### src/inc/ppm_defs.vh
// Constants for the power protection monitor
`ifndef PPM_DEFS_VH
`define PPM_DEFS_VH

// ==========================================
// Register offsets
`define PPM_REG_CTRL 4'h0
`define PPM_REG_CUR_LIM 4'h1
`define PPM_REG_PWR_LIM 4'h2
`define PPM_REG_VLT_LIM 4'h3
`define PPM_REG_CUR_DLY 4'h4
`define PPM_REG_PWR_DLY 4'h5
`define PPM_REG_VLT_DLY 4'h6
`define PPM_REG_WARMUP 4'h7
`define PPM_REG_STATUS 4'h8
`define PPM_REG_METER_V 4'h9
`define PPM_REG_METER_I 4'ha
`define PPM_REG_CMD 4'hb

// ==========================================
// Control register fields
`define PPM_CTRL_OC_EN 0
`define PPM_CTRL_OP_EN 1
`define PPM_CTRL_UV_EN 2
`define PPM_CTRL_BEEP 3
`define PPM_CTRL_RESET 16'h0008

// Command register fields (write one to act)
`define PPM_CMD_CLEAR 0
`define PPM_CMD_OUT_ON 1

// Status fields
`define PPM_ST_PROT 0
`define PPM_ST_OC 1
`define PPM_ST_OP 2
`define PPM_ST_UV 3
`define PPM_ST_OUT 4
`define PPM_ST_WARM 5

// Protection type codes
`define PPM_TYPE_NONE 2'h0
`define PPM_TYPE_OC 2'h1
`define PPM_TYPE_OP 2'h2
`define PPM_TYPE_UV 2'h3

`endif

### src/verilog/ppm_top.v
// Power protection monitor: limit checks, delay qualify, latch, clear
//
// How it works
// Current above limit longer than delay, when enabled, latches overcurrent protection.
// Power above limit longer than delay, when enabled, latches overpower protection.
// Voltage below limit after warm-up and delay, when enabled, latches undervoltage.
// Undervoltage checks are suppressed during the warm-up interval.
// Violations that vanish before the delay ends are ignored.
// Each function has its own enable; disabled functions never trip.
// Trip turns output off, lights indicators, beeps only if beep is on.
// While protected, report trip type and latest metered voltage and current.
// Protection stays latched until an explicit clear.
// A pulse on the rear clear input clears the latch.
// Escape or enter key clears the latch.
// Remote clear command clears the latch.
// Clearing leaves output off until on/off key or output-on command.
// Current limit is signed magnitude, applied to sourced and sunk current.
// Power limit is signed magnitude, applied to sourced and sunk power.
// Each function has its own delay counter, zeroed when violation ends.
// Warm-up counts from output switch-on; undervoltage masked until done.
//
// The implementer's own choices: the register offsets and strobed register access.
`timescale 1ns/10ps
`include "ppm_defs.vh"

module ppm_top #(
  parameter DW = 16,
  parameter CW = 16
) (
  input wire clk,
  input wire arst_n,
  input wire [3:0] reg_addr,
  input wire [15:0] reg_wdata,
  input wire reg_wr,
  input wire reg_rd,
  output reg [15:0] reg_rdata,
  input wire signed [DW-1:0] meter_v,
  input wire signed [DW-1:0] meter_i,
  input wire signed [DW-1:0] meter_p,
  input wire fault_clear_input,
  input wire key_esc,
  input wire key_enter,
  input wire key_onoff,
  output reg output_on,
  output reg protection_indicator,
  output reg output_off_indicator,
  output reg buzzer,
  output reg [1:0] prot_type,
  output reg [DW-1:0] rep_v,
  output reg [DW-1:0] rep_i
);

  // ==========================================
  // Helpers
  // Magnitude of a signed value; most negative saturates one short
  function [DW-1:0] mag;
    input [DW-1:0] x;
    begin
      if (x[DW-1])
        mag = (x == {1'b1, {(DW-1){1'b0}}}) ? {1'b0, {(DW-1){1'b1}}} : (~x + 1'b1);
      else
        mag = x;
    end
  endfunction

  // Magnitude compare shared by the two bidirectional limits
  function over_lim;
    input [DW-1:0] x;
    input [DW-1:0] thr;
    begin
      over_lim = (mag(x) > thr);
    end
  endfunction

  // ==========================================
  // Trip type and status encoders
  // Priority when several qualify together: current, power, voltage
  function [1:0] pick_type;
    input [2:0] q;
    begin
      if (q[0])
        pick_type = `PPM_TYPE_OC;
      else if (q[1])
        pick_type = `PPM_TYPE_OP;
      else if (q[2])
        pick_type = `PPM_TYPE_UV;
      else
        pick_type = `PPM_TYPE_NONE;
    end
  endfunction

  // Status word layout; type flags are decoded from the latched code
  function [15:0] status_word;
    input prot;
    input [1:0] typ;
    input out_on;
    input warm;
    begin
      status_word = 16'h0000;
      status_word[`PPM_ST_PROT] = prot;
      status_word[`PPM_ST_OC] = (typ == `PPM_TYPE_OC);
      status_word[`PPM_ST_OP] = (typ == `PPM_TYPE_OP);
      status_word[`PPM_ST_UV] = (typ == `PPM_TYPE_UV);
      status_word[`PPM_ST_OUT] = out_on;
      status_word[`PPM_ST_WARM] = warm;
    end
  endfunction

  // ==========================================
  // Configuration registers
  reg [15:0] ctrl;
  reg [DW-1:0] cur_lim;
  reg [DW-1:0] pwr_lim;
  reg [DW-1:0] vlt_lim;
  reg [CW-1:0] cur_dly;
  reg [CW-1:0] pwr_dly;
  reg [CW-1:0] vlt_dly;
  reg [CW-1:0] warm_len;

  always @(posedge clk or negedge arst_n) begin
    if (!arst_n) begin
      ctrl <= `PPM_CTRL_RESET;
      cur_lim <= {DW{1'b0}};
      pwr_lim <= {DW{1'b0}};
      vlt_lim <= {DW{1'b0}};
      cur_dly <= {CW{1'b0}};
      pwr_dly <= {CW{1'b0}};
      vlt_dly <= {CW{1'b0}};
      warm_len <= {CW{1'b0}};
    end else if (reg_wr) begin
      // Writes to read-only or unmapped indices are dropped
      case (reg_addr)
        `PPM_REG_CTRL: ctrl <= reg_wdata;
        `PPM_REG_CUR_LIM: cur_lim <= reg_wdata[DW-1:0];
        `PPM_REG_PWR_LIM: pwr_lim <= reg_wdata[DW-1:0];
        `PPM_REG_VLT_LIM: vlt_lim <= reg_wdata[DW-1:0];
        `PPM_REG_CUR_DLY: cur_dly <= reg_wdata[CW-1:0];
        `PPM_REG_PWR_DLY: pwr_dly <= reg_wdata[CW-1:0];
        `PPM_REG_VLT_DLY: vlt_dly <= reg_wdata[CW-1:0];
        `PPM_REG_WARMUP: warm_len <= reg_wdata[CW-1:0];
        default: ctrl <= ctrl;
      endcase
    end
  end

  wire cmd_wr = reg_wr && (reg_addr == `PPM_REG_CMD);
  wire cmd_clear = cmd_wr && reg_wdata[`PPM_CMD_CLEAR];
  wire cmd_on = cmd_wr && reg_wdata[`PPM_CMD_OUT_ON];

  // ==========================================
  // Clear sources
  // Rear input acts on its rising edge so a held level clears only once
  reg clr_in_d;
  always @(posedge clk or negedge arst_n) begin
    if (!arst_n)
      clr_in_d <= 1'b0;
    else
      clr_in_d <= fault_clear_input;
  end
  wire clr_pulse = fault_clear_input && !clr_in_d;
  // Keys act on level; a held key cannot hide a fault that still qualifies
  wire any_clear = clr_pulse || key_esc || key_enter || cmd_clear;

  // ==========================================
  // Limit comparisons
  wire [DW-1:0] cur_thr = mag(cur_lim);
  wire [DW-1:0] pwr_thr = mag(pwr_lim);
  wire viol_oc = ctrl[`PPM_CTRL_OC_EN] && over_lim(meter_i, cur_thr);
  wire viol_op = ctrl[`PPM_CTRL_OP_EN] && over_lim(meter_p, pwr_thr);
  wire warm_done;
  wire viol_uv = ctrl[`PPM_CTRL_UV_EN] && warm_done && output_on &&
                 ($signed(meter_v) < $signed(vlt_lim));

  // ==========================================
  // Delay counters, one per function
  // Separate counters keep a spike on one input from shortening another's delay
  localparam NF = 3;
  wire [NF-1:0] viol = {viol_uv, viol_op, viol_oc};
  wire [NF*CW-1:0] dly_all = {vlt_dly, pwr_dly, cur_dly};
  wire [NF-1:0] qual;
  genvar g;
  generate
    for (g = 0; g < NF; g = g + 1) begin : g_dly
      reg [CW-1:0] cnt;
      wire [CW-1:0] lim = dly_all[g*CW +: CW];
      always @(posedge clk or negedge arst_n) begin
        if (!arst_n)
          cnt <= {CW{1'b0}};
        else if (!viol[g])
          cnt <= {CW{1'b0}};
        else if (cnt != {CW{1'b1}})
          cnt <= cnt + 1'b1;
      end
      // Trips only once the count reaches the delay with violation held
      assign qual[g] = viol[g] && (cnt >= lim);
    end
  endgenerate

  // ==========================================
  // Warm-up timer, restarted each time the output turns on
  // The count holds at the limit; only warm_ok is read onward
  reg [CW-1:0] warm_cnt;
  reg warm_ok;
  always @(posedge clk or negedge arst_n) begin
    if (!arst_n) begin
      warm_cnt <= {CW{1'b0}};
      warm_ok <= 1'b0;
    end else if (!output_on) begin
      warm_cnt <= {CW{1'b0}};
      warm_ok <= 1'b0;
    end else if (warm_cnt >= warm_len) begin
      warm_ok <= 1'b1;
    end else begin
      warm_cnt <= warm_cnt + 1'b1;
    end
  end
  assign warm_done = warm_ok;

  // ==========================================
  // Protection state: one-hot
  localparam ST_RUN = 2'b01;
  localparam ST_PROT = 2'b10;
  reg [1:0] state;
  reg [1:0] next_state;
  reg [1:0] next_type;
  wire trip = |qual;

  always @* begin
    next_state = state;
    next_type = prot_type;
    case (state)
      ST_RUN: begin
        if (trip) begin
          next_state = ST_PROT;
          next_type = pick_type(qual);
        end
      end
      ST_PROT: begin
        // Cause going away does not release the latch, and a fault that
        // still qualifies outweighs a clear in the same cycle
        if (any_clear && !trip) begin
          next_state = ST_RUN;
          next_type = `PPM_TYPE_NONE;
        end
      end
      default: begin
        next_state = ST_RUN;
        next_type = `PPM_TYPE_NONE;
      end
    endcase
  end

  wire in_prot_next = (next_state == ST_PROT);
  // An on request in the trip cycle is dropped, not held over
  wire turn_on = (key_onoff || cmd_on) && !in_prot_next;

  always @(posedge clk or negedge arst_n) begin
    if (!arst_n) begin
      state <= ST_RUN;
      prot_type <= `PPM_TYPE_NONE;
      output_on <= 1'b0;
      protection_indicator <= 1'b0;
      output_off_indicator <= 1'b1;
      buzzer <= 1'b0;
      rep_v <= {DW{1'b0}};
      rep_i <= {DW{1'b0}};
    end else begin
      state <= next_state;
      prot_type <= next_type;
      protection_indicator <= in_prot_next;
      buzzer <= in_prot_next && ctrl[`PPM_CTRL_BEEP];
      // Clear never turns the output back on by itself
      if (in_prot_next) begin
        output_on <= 1'b0;
        output_off_indicator <= 1'b1;
      end else if (turn_on) begin
        output_on <= 1'b1;
        output_off_indicator <= 1'b0;
      end
      if (in_prot_next) begin
        rep_v <= meter_v;
        rep_i <= meter_i;
      end
    end
  end

  // ==========================================
  // Read port; data valid the cycle after the strobe
  wire [15:0] status_now = status_word(state == ST_PROT, prot_type, output_on, warm_ok);
  always @(posedge clk or negedge arst_n) begin
    if (!arst_n)
      reg_rdata <= 16'h0000;
    else if (reg_rd) begin
      case (reg_addr)
        `PPM_REG_CTRL: reg_rdata <= ctrl;
        `PPM_REG_CUR_LIM: reg_rdata <= {{(16-DW){1'b0}}, cur_lim};
        `PPM_REG_PWR_LIM: reg_rdata <= {{(16-DW){1'b0}}, pwr_lim};
        `PPM_REG_VLT_LIM: reg_rdata <= {{(16-DW){1'b0}}, vlt_lim};
        `PPM_REG_CUR_DLY: reg_rdata <= {{(16-CW){1'b0}}, cur_dly};
        `PPM_REG_PWR_DLY: reg_rdata <= {{(16-CW){1'b0}}, pwr_dly};
        `PPM_REG_VLT_DLY: reg_rdata <= {{(16-CW){1'b0}}, vlt_dly};
        `PPM_REG_WARMUP: reg_rdata <= {{(16-CW){1'b0}}, warm_len};
        `PPM_REG_STATUS: reg_rdata <= status_now;
        `PPM_REG_METER_V: reg_rdata <= {{(16-DW){1'b0}}, rep_v};
        `PPM_REG_METER_I: reg_rdata <= {{(16-DW){1'b0}}, rep_i};
        default: reg_rdata <= 16'h0000;
      endcase
    end else
      reg_rdata <= 16'h0000;
  end

endmodule // ppm_top

### config.mk
export PLATFORM = sky130hd
export DESIGN_NAME = ppm_top
export DESIGN_NICKNAME = d
export VERILOG_FILES = /design/src/verilog/ppm_top.v
export VERILOG_INCLUDE_DIRS = /design/src /design/src/inc
export SDC_FILE = /design/constraint.sdc
export NUM_CORES = 1
export LEC_CHECK = 0
export BUFFER_PORTS_ARGS = -buffer_cell sky130_fd_sc_hd__buf_2
export CAP_MARGIN = 5
export CORE_MARGIN = 2
export CORE_UTILIZATION = 55
export DETAILED_ROUTE_END_ITERATION = 6
export PLACE_DENSITY = 0.73
export SYNTH_ARGS = -nofsm -noshare
export SYNTH_HDL_FRONTEND = slang
export SYNTH_SLANG_ARGS = --single-unit
export TNS_END_PERCENT = 10
### constraint.sdc
create_clock -name clk -period 6.7 [get_ports clk]
set_input_delay 1.34 -clock clk [delete_from_list [all_inputs] [get_ports clk]]
set_output_delay 1.34 -clock clk [all_outputs]
set_load 0.03 [all_outputs]
Word level (Yosys, flattened, before mapping)
Index checks and enable logic that the tools add are counted.
{ "word_totals": {"reg_bits": 250, "inputBits": 76, "output_inout_bits": 54, "elab_cells": 140} }
{ "op_classes": {"addsub": 8, "n_lt_le_gt_ge": 7, "n_eq_ne": 31, "muxes": 33, "n_bitwise": 4, "n_reduce_logical": 34} }
{ "ops": {"columns": ["cell", "n"], "rows": [
  ["16-bit two-way mux", 17],
  ["16-bit one-hot mux with 11 select lines", 1],
  ["16-bit by 1-bit adder with 16-bit output (second input constant)", 8],
  ["16-bit equality test (second input constant)", 4],
  ["16-bit >= comparator", 4],
  ["16-bit NOT", 4],
  ["16-bit inequality test (second input constant)", 3],
  ["16-bit greater-than comparator", 2],
  ["2-bit AND reduction", 9],
  ["4-bit by 3-bit equality test with 1-bit output (second input constant)", 4],
  ["4-bit equality test (second input constant)", 4],
  ["16-bit < comparator", 1],
  ["1-bit logical AND", 15],
  ["2-bit two-way mux", 7],
  ["2-bit by 1-bit inequality test with 1-bit output (second input constant)", 5],
  ["2-bit equality test (second input constant)", 4],
  ["4-bit by 2-bit equality test with 1-bit output (second input constant)", 2],
  ["2-bit one-hot mux with 2 select lines", 2],
  ["1-bit two-way mux", 6],
  ["2-bit by 1-bit equality test with 1-bit output (second input constant)", 2],
  ["4-bit by 1-bit equality test with 1-bit output (second input constant)", 1],
  ["4-bit zero test", 1],
  ["1-bit logical OR", 4],
  ["2-bit inequality test (second input constant)", 2],
  ["3 further kinds", 5]
]} }

Depth between registers and ports, before layout
{ "logic_depth": {"ltp_word": 17, "mapped_depth": 21, "mapped_depth_nobuf": 19} }

Worst setup path after synthesis
OpenSTA, ideal clock, no wires.
{ "synth_path": {"kind": "input -> register", "startpoint": "input port meter_p[1]", "endpoint": "register rep_i[10]", "setup_ps": 125, "t_arrival_ps": 5237, "required_ps": 6575, "slack_ps": 1338, "path_stages": 19, "path_buffers": 2, "path_cell_list": "nor3_1 nand2_1 or3_1 or3b_2 o31ai_1 xor2_1 nand2_1 ha_1 nand4_1 or2_1 a211oi_1 o31ai_4 o21ba_1 o211ai_1 a221oi_2 a211o_1 buf_6 buf_12 mux2_4"} }
{ "synth_via": {"elab_chain_cells": 13, "word_cells_on_any_way": 15, "cone_classes": "add/sub (1); order compare (1); eq/ne (2); mux (5); bitwise (1); reduce/logical (5)"} }
{ "synth_rtl": {"columns": ["item", "line_no", "rtl"], "rows": [
  ["from (decl)", "ppm_top.v:39", "input wire signed [DW-1:0] meter_p,"],
  ["16-bit NOT", "ppm_top.v:60", "mag = (x == {1'b1, {(DW-1){1'b0}}}) ? {1'b0, {(DW-1){1'b1}}} : (~x + 1'b1);"],
  ["16-bit by 1-bit adder with 16-bit output", "ppm_top.v:60", null],
  ["16-bit two-way mux", "ppm_top.v:60", null],
  ["16-bit two-way mux (*)", "ppm_top.v:59", "if (x[DW-1])"],
  ["16-bit greater-than comparator (*)", "ppm_top.v:71", "over_lim = (mag(x) > thr);"],
  ["1-bit logical AND (*)", "ppm_top.v:169", "wire viol_op = ctrl[`PPM_CTRL_OP_EN] && over_lim(meter_p, pwr_thr);"],
  ["1-bit logical AND (*)", "ppm_top.v:195", "assign qual[g] = viol[g] && (cnt >= lim);"],
  ["3-bit OR reduction (*)", "ppm_top.v:226", "wire trip = |qual;"],
  ["1-bit zero test", "ppm_top.v:241", "if (any_clear && !trip) begin"],
  ["1-bit logical AND", "ppm_top.v:241", null],
  ["2-bit two-way mux", "ppm_top.v:241", null],
  ["2-bit one-hot mux with 2 select lines (*)", "ppm_top.v:231", "case (state)"],
  ["2-bit equality test (*)", "ppm_top.v:253", "wire in_prot_next = (next_state == ST_PROT);"],
  ["to (signal assigned)", "ppm_top.v:266", "rep_i <= {DW{1'b0}};"],
  ["to (signal assigned)", "ppm_top.v:282", "rep_i <= meter_i;"],
  ["to (decl)", "ppm_top.v:50", "output reg [DW-1:0] rep_i"]
]} }
Every way passes the cells marked *; elsewhere a longest branch is shown, timed or not.
A chain may end at the register's enable or synchronous reset.

Final worst setup path
{ "layout_path": {"startpoint": "register pwr_lim[5]", "endpoint": "register rep_i[15]"} }
{ "layout_via": {"elab_chain_cells": 13, "word_cells_on_any_way": 15, "cone_classes": "add/sub (1); order compare (1); eq/ne (2); mux (5); bitwise (1); reduce/logical (5)"} }
{ "layout_rtl": {"columns": ["item", "line_no", "rtl"], "rows": [
  ["from (decl)", "ppm_top.v:113", "reg [DW-1:0] pwr_lim;"],
  ["from (signal assigned)", "ppm_top.v:124", "pwr_lim <= {DW{1'b0}};"],
  ["from (signal assigned)", "ppm_top.v:135", "`PPM_REG_PWR_LIM: pwr_lim <= reg_wdata[DW-1:0];"],
  ["16-bit NOT", "ppm_top.v:60", null],
  ["16-bit by 1-bit adder with 16-bit output", "ppm_top.v:60", null],
  ["16-bit two-way mux", "ppm_top.v:60", null],
  ["16-bit two-way mux (*)", "ppm_top.v:59", null],
  ["16-bit greater-than comparator (*)", "ppm_top.v:71", null],
  ["1-bit logical AND (*)", "ppm_top.v:169", null],
  ["1-bit logical AND (*)", "ppm_top.v:195", null],
  ["3-bit OR reduction (*)", "ppm_top.v:226", null],
  ["1-bit zero test", "ppm_top.v:241", null],
  ["1-bit logical AND", "ppm_top.v:241", null],
  ["2-bit two-way mux", "ppm_top.v:241", null],
  ["2-bit one-hot mux with 2 select lines (*)", "ppm_top.v:231", null],
  ["2-bit equality test (*)", "ppm_top.v:253", null]
]} }
Marked as above.

==> results.txt <==
----------------------------------------------------
[Outcome]
  Outcome ... completed

[Global route]
  Global-route wire length before repair ... roughly 68000 um
  Total gr overflow ... 0
  Global router's overall resource usage ... 0.308
  Largest net degree at the start of global routing ... between 100 and 150
  Antenna violations before repair ... 3
  Number of global-route vias before repair ... approximately 12000

[Hold path]
  Class of the tightest hold or removal check ... flip-flop to flip-flop

[Critical path]
  Sort of element at the start of the critical path ... flip-flop
  Worst path arrival time ... 6.44 ns
  Timing startpoint of the critical path ... pwr_lim[5]$_DFFE_PN0P_
  CP max FO ... 18
  CP Capture Type ... flip-flop
  Worst R2R End ... rep_i[15]$_DFFE_PN0N_
  Internal reg-to-reg setup slack ... roughly 0.7 ns
  Startpoint of the worst-slack reg-to-reg timing path ... pwr_lim[5]$_DFFE_PN0P_
  Number of cells on the worst reg-to-reg path ... 17
  Type of the setup path with the least slack ... flip-flop to flip-flop
  Required time of the worst setup path ... 7.14 ns
  Critical path endpoint ... rep_i[15]$_DFFE_PN0N_

[Clocking]
  Clock latency reported for the late side of the worst-skew pair ... ~0.56 ns
  Number of hold-repair buffers added at the cts stage ... 0
  Cell at the root of the clock tree ... clkbuf_16
  # Post-CTS Setup Buffers ... 0
  Number of CTS-inserted buffers ... 27
  TritonCTS clock tree ... built
  Buffers from clock root to sink, at most ... 3
  PostCTS Resize Cnt ... 0
  Clock slew at the register clock pins of the worst setup and hold paths ... 0.06 ns
  CTS H-Tree Depth ... 1
  Clk sinks ... 250

[Timing]
  Final Setup Violations ... 0
  Time the final worst path needs with I/O delays and setup ... 6.01 ns
  Setup Skew ... roughly 0.023 ns
  Tcrit/Tclk final ... 0.896
  Worst-case headroom to the max-slew limit ... 0.191
  Max Slew Vio Count ... 0
  Setup repair after global routing missed its margin ... false
  Achievable Freq ... 166 MHz
  Final hold viol count ... 0
  Fin Hold WS ... approximately 0.47 ns
  Setup total negative slack ... 0 ns
  Slew @ Worst Pin ... around 1.2 ns

[Cells and area]
  Area taken by flip-flops and latches ... ~6300 um^2
  Nets@finish ... about 1800
  Total area of multi-input combinational cells ... 8330 um^2
  Layout area overhead ... 12.3%
  Fraction of layout instances using a drive strength above 1 ... 0.212
  Fill cell count ... roughly 2200

[Placement]
  Routability cong. ... around 0.97
  HPWL after DPL ... between 30000 and 40000 um
  Input/output buffers ... around 130

[Die]
  Initial cell density of the core ... 0.562
  Core Area ... between 20000 and 30000 um^2
  Floorplan die width ... approximately 170 um
  Row count ... 60
  Overall die height ... ~170 um
  DIE AREA ... between 20000 and 30000 um^2
  Top Ports ... 130

[Yosys]
  Seq cells post-synth ... 250
  Sequential cell area fraction in the yosys report ... 0.412
  Synthesis Warnings ... 0
  Dominant synthesized flop cell ... dfrtp_1
  Async set-or-reset flop fraction in the synthesized netlist ... 1.00
  Synthesized Nets ... 1689
  Average instance area after synthesis ... between 10 and 15 um^2
  Cell area after synthesis ... roughly 15000 um^2
  Number of distinct library cell variants in the gate-level netlist after synthesis ... slightly above 70
  Number of enable flip-flop cells after synthesis ... 0
  Gate Count Post-Synth ... 1492

[Pwr]
  Static Leakage ... roughly 8.1 nW
  Maximum ir drop on the vdd rail ... roughly 210 uV
  Total power divided by cell area ... 304 nW/um^2

[Routing]
  Detailed-route DRC error count ... 0
  Total iterations of the first detailed-routing run ... 7
  Routed vias ... between 10000 and 15000
  Antenna viol nets, final ... 0
  First DRT Iteration DRCs ... about 1400
  Post-detailed-route wirelength per cell ... 22.4 um
  Final wirelength ... about 44000 um
  Vias per inst ... 6.34

[Flow run]
  Max-capacitance violation count ... 0

----------------------------------------------------
worst max-delay path: stages (launching register included):
cell and delay, ns:
dfrtp_1 0.45, or3_1 0.45, or4_1 0.48, nor4_1 0.40, nand2b_1 0.20, nor4_2 0.46, a211oi_1 0.10, a31o_2 0.26
ha_1 0.28, o21a_1 0.19, o2111a_1 0.28, o31ai_4 0.80, o21ba_1 0.20, o211ai_1 0.13, a221oi_2 0.31, a211o_2 0.19
buf_4 0.31, mux2_1 0.38
per-layer routing:
layer | share of wire | GRT usage
met1 | 0.43 | 0.431
met2 | 0.44 | 0.473
met3 | 0.080 | 0.0440
met4 | 0.048 | 0.142
met5 | 0.00072 | 0
power by group:
group	switching (W)	leakage [nW]	internal, W
logic	0.000828	4.42	0.000659
registers	0.000392	3.23	0.00180
clock network	0.000636	0.440	0.000876
total	0.00186	8.09	0.00334
registers in the layout, indices dropped and copies added, names as in the netlist, 2 cells and up:
register and flops:
rep_v 16, state 2, reg_rdata 16, warm_cnt 16, prot_type 2, ctrl 16, vlt_lim 16, cur_lim 16
warm_len 16, rep_i 16, g_dly.cnt 48, pwr_lim 16, g_dly.lim 32, cur_dly 16
cell usage after synthesis (21+ instances only):
cell type / n / area share
dfrtp_1: 247 / 0.41
ha_1: 121 / 0.10
nor2_1: 119 / 0.029
nand2_1: 112 / 0.028
mux2_2: 109 / 0.081
inv_1: 100 / 0.025
o21ai_0: 56 / 0.018
clkbuf_1: 52 / 0.013
a21oi_1: 45 / 0.015
xor2_1: 43 / 0.025
xnor2_1: 37 / 0.021
a221oi_1: 29 / 0.017
nand3_1: 28 / 0.0092
a22o_1: 26 / 0.015
mux2_4: 26 / 0.026
a31oi_1: 24 / 0.0099
nand4_1: 22 / 0.0091
or3_1: 21 / 0.0086
layout by cell type (no fill, tap or decap), drive strengths merged, types with 22 or more instances in the layout:
| cell type | count |
|---|---|
| mux2 | 145 |
| nand3 | 28 |
| nor2 | 120 |
| a21oi | 45 |
| clkbuf | 43 |
| a31oi | 24 |
| inv | 102 |
| xor2 | 43 |
| a221oi | 30 |
| dfrtp | 247 |
| o21ai | 63 |
| xnor2 | 37 |
| buf | 144 |
| ha | 121 |
| nand4 | 22 |
| a22o | 26 |
| nand2 | 112 |
cells by family (layout without fill, tap and decap cells):
kind of cell | count (synthesis) | in the layout | share of synthesized area
AND/OR/NAND/NOR | 418 | 418 | 0.134
adder cells (fa/ha/maj) | 121 | 121 | 0.0996
flip-flops | 250 | 250 | 0.412
AO/OA/AOI/OAI | 315 | 315 | 0.148
multiplexers | 151 | 151 | 0.119
other | 0 | 1 | 0
buffers and inverters | 157 | 295 | 0.0421
XOR/XNOR | 80 | 80 | 0.0461
final cells by class:
cell class                 count  area share
antenna                        1    0.000147
clock buffer                  43      0.0478
clock inverter                 7     0.00476
inverter                     101      0.0222
multi-input combinational   1085       0.488
sequential                   250       0.367
tap                          341      0.0250
timing repair buffer         144      0.0457
worst min-delay path by stage:
| stage | start | endpoint | slack (ns) | cells after the start |
|---|---|---|---|---|
| floorplan | ctrl[3]$_DFFE_PN1P_ | buzzer$_DFF_PN0_ | 0.46 | 2 |
| global placement | output_off_indicator$_DFFE_PN1P_ | output_off_indicator$_DFFE_PN1P_ | 0.46 | 2 |
| detailed placement | output_off_indicator$_DFFE_PN1P_ | output_off_indicator$_DFFE_PN1P_ | 0.46 | 2 |
| CTS | output_off_indicator$_DFFE_PN1P_ | output_off_indicator$_DFFE_PN1P_ | 0.47 | 2 |
| global route | ctrl[3]$_DFFE_PN1P_ | buzzer$_DFF_PN0_ | 0.50 | 2 |
| finish | output_off_indicator$_DFFE_PN1P_ | output_off_indicator$_DFFE_PN1P_ | 0.47 | 2 |
per-stage QoR:
stage                util  instance area, um^2  std cells  power (W)  setup slack (ns)
floorplan               -                15200       1492    0.00311              1.34
global placement    0.598                16200       1921    0.00360             0.563
finish              0.632                17100       1972    0.00519             0.694
CTS                 0.632                17100       1971    0.00518             0.676
global route        0.632                17100       1972    0.00546             0.365
detailed placement  0.598                16200       1921    0.00367             0.420
Note: power is estimated with default switching activity, not from simulation.
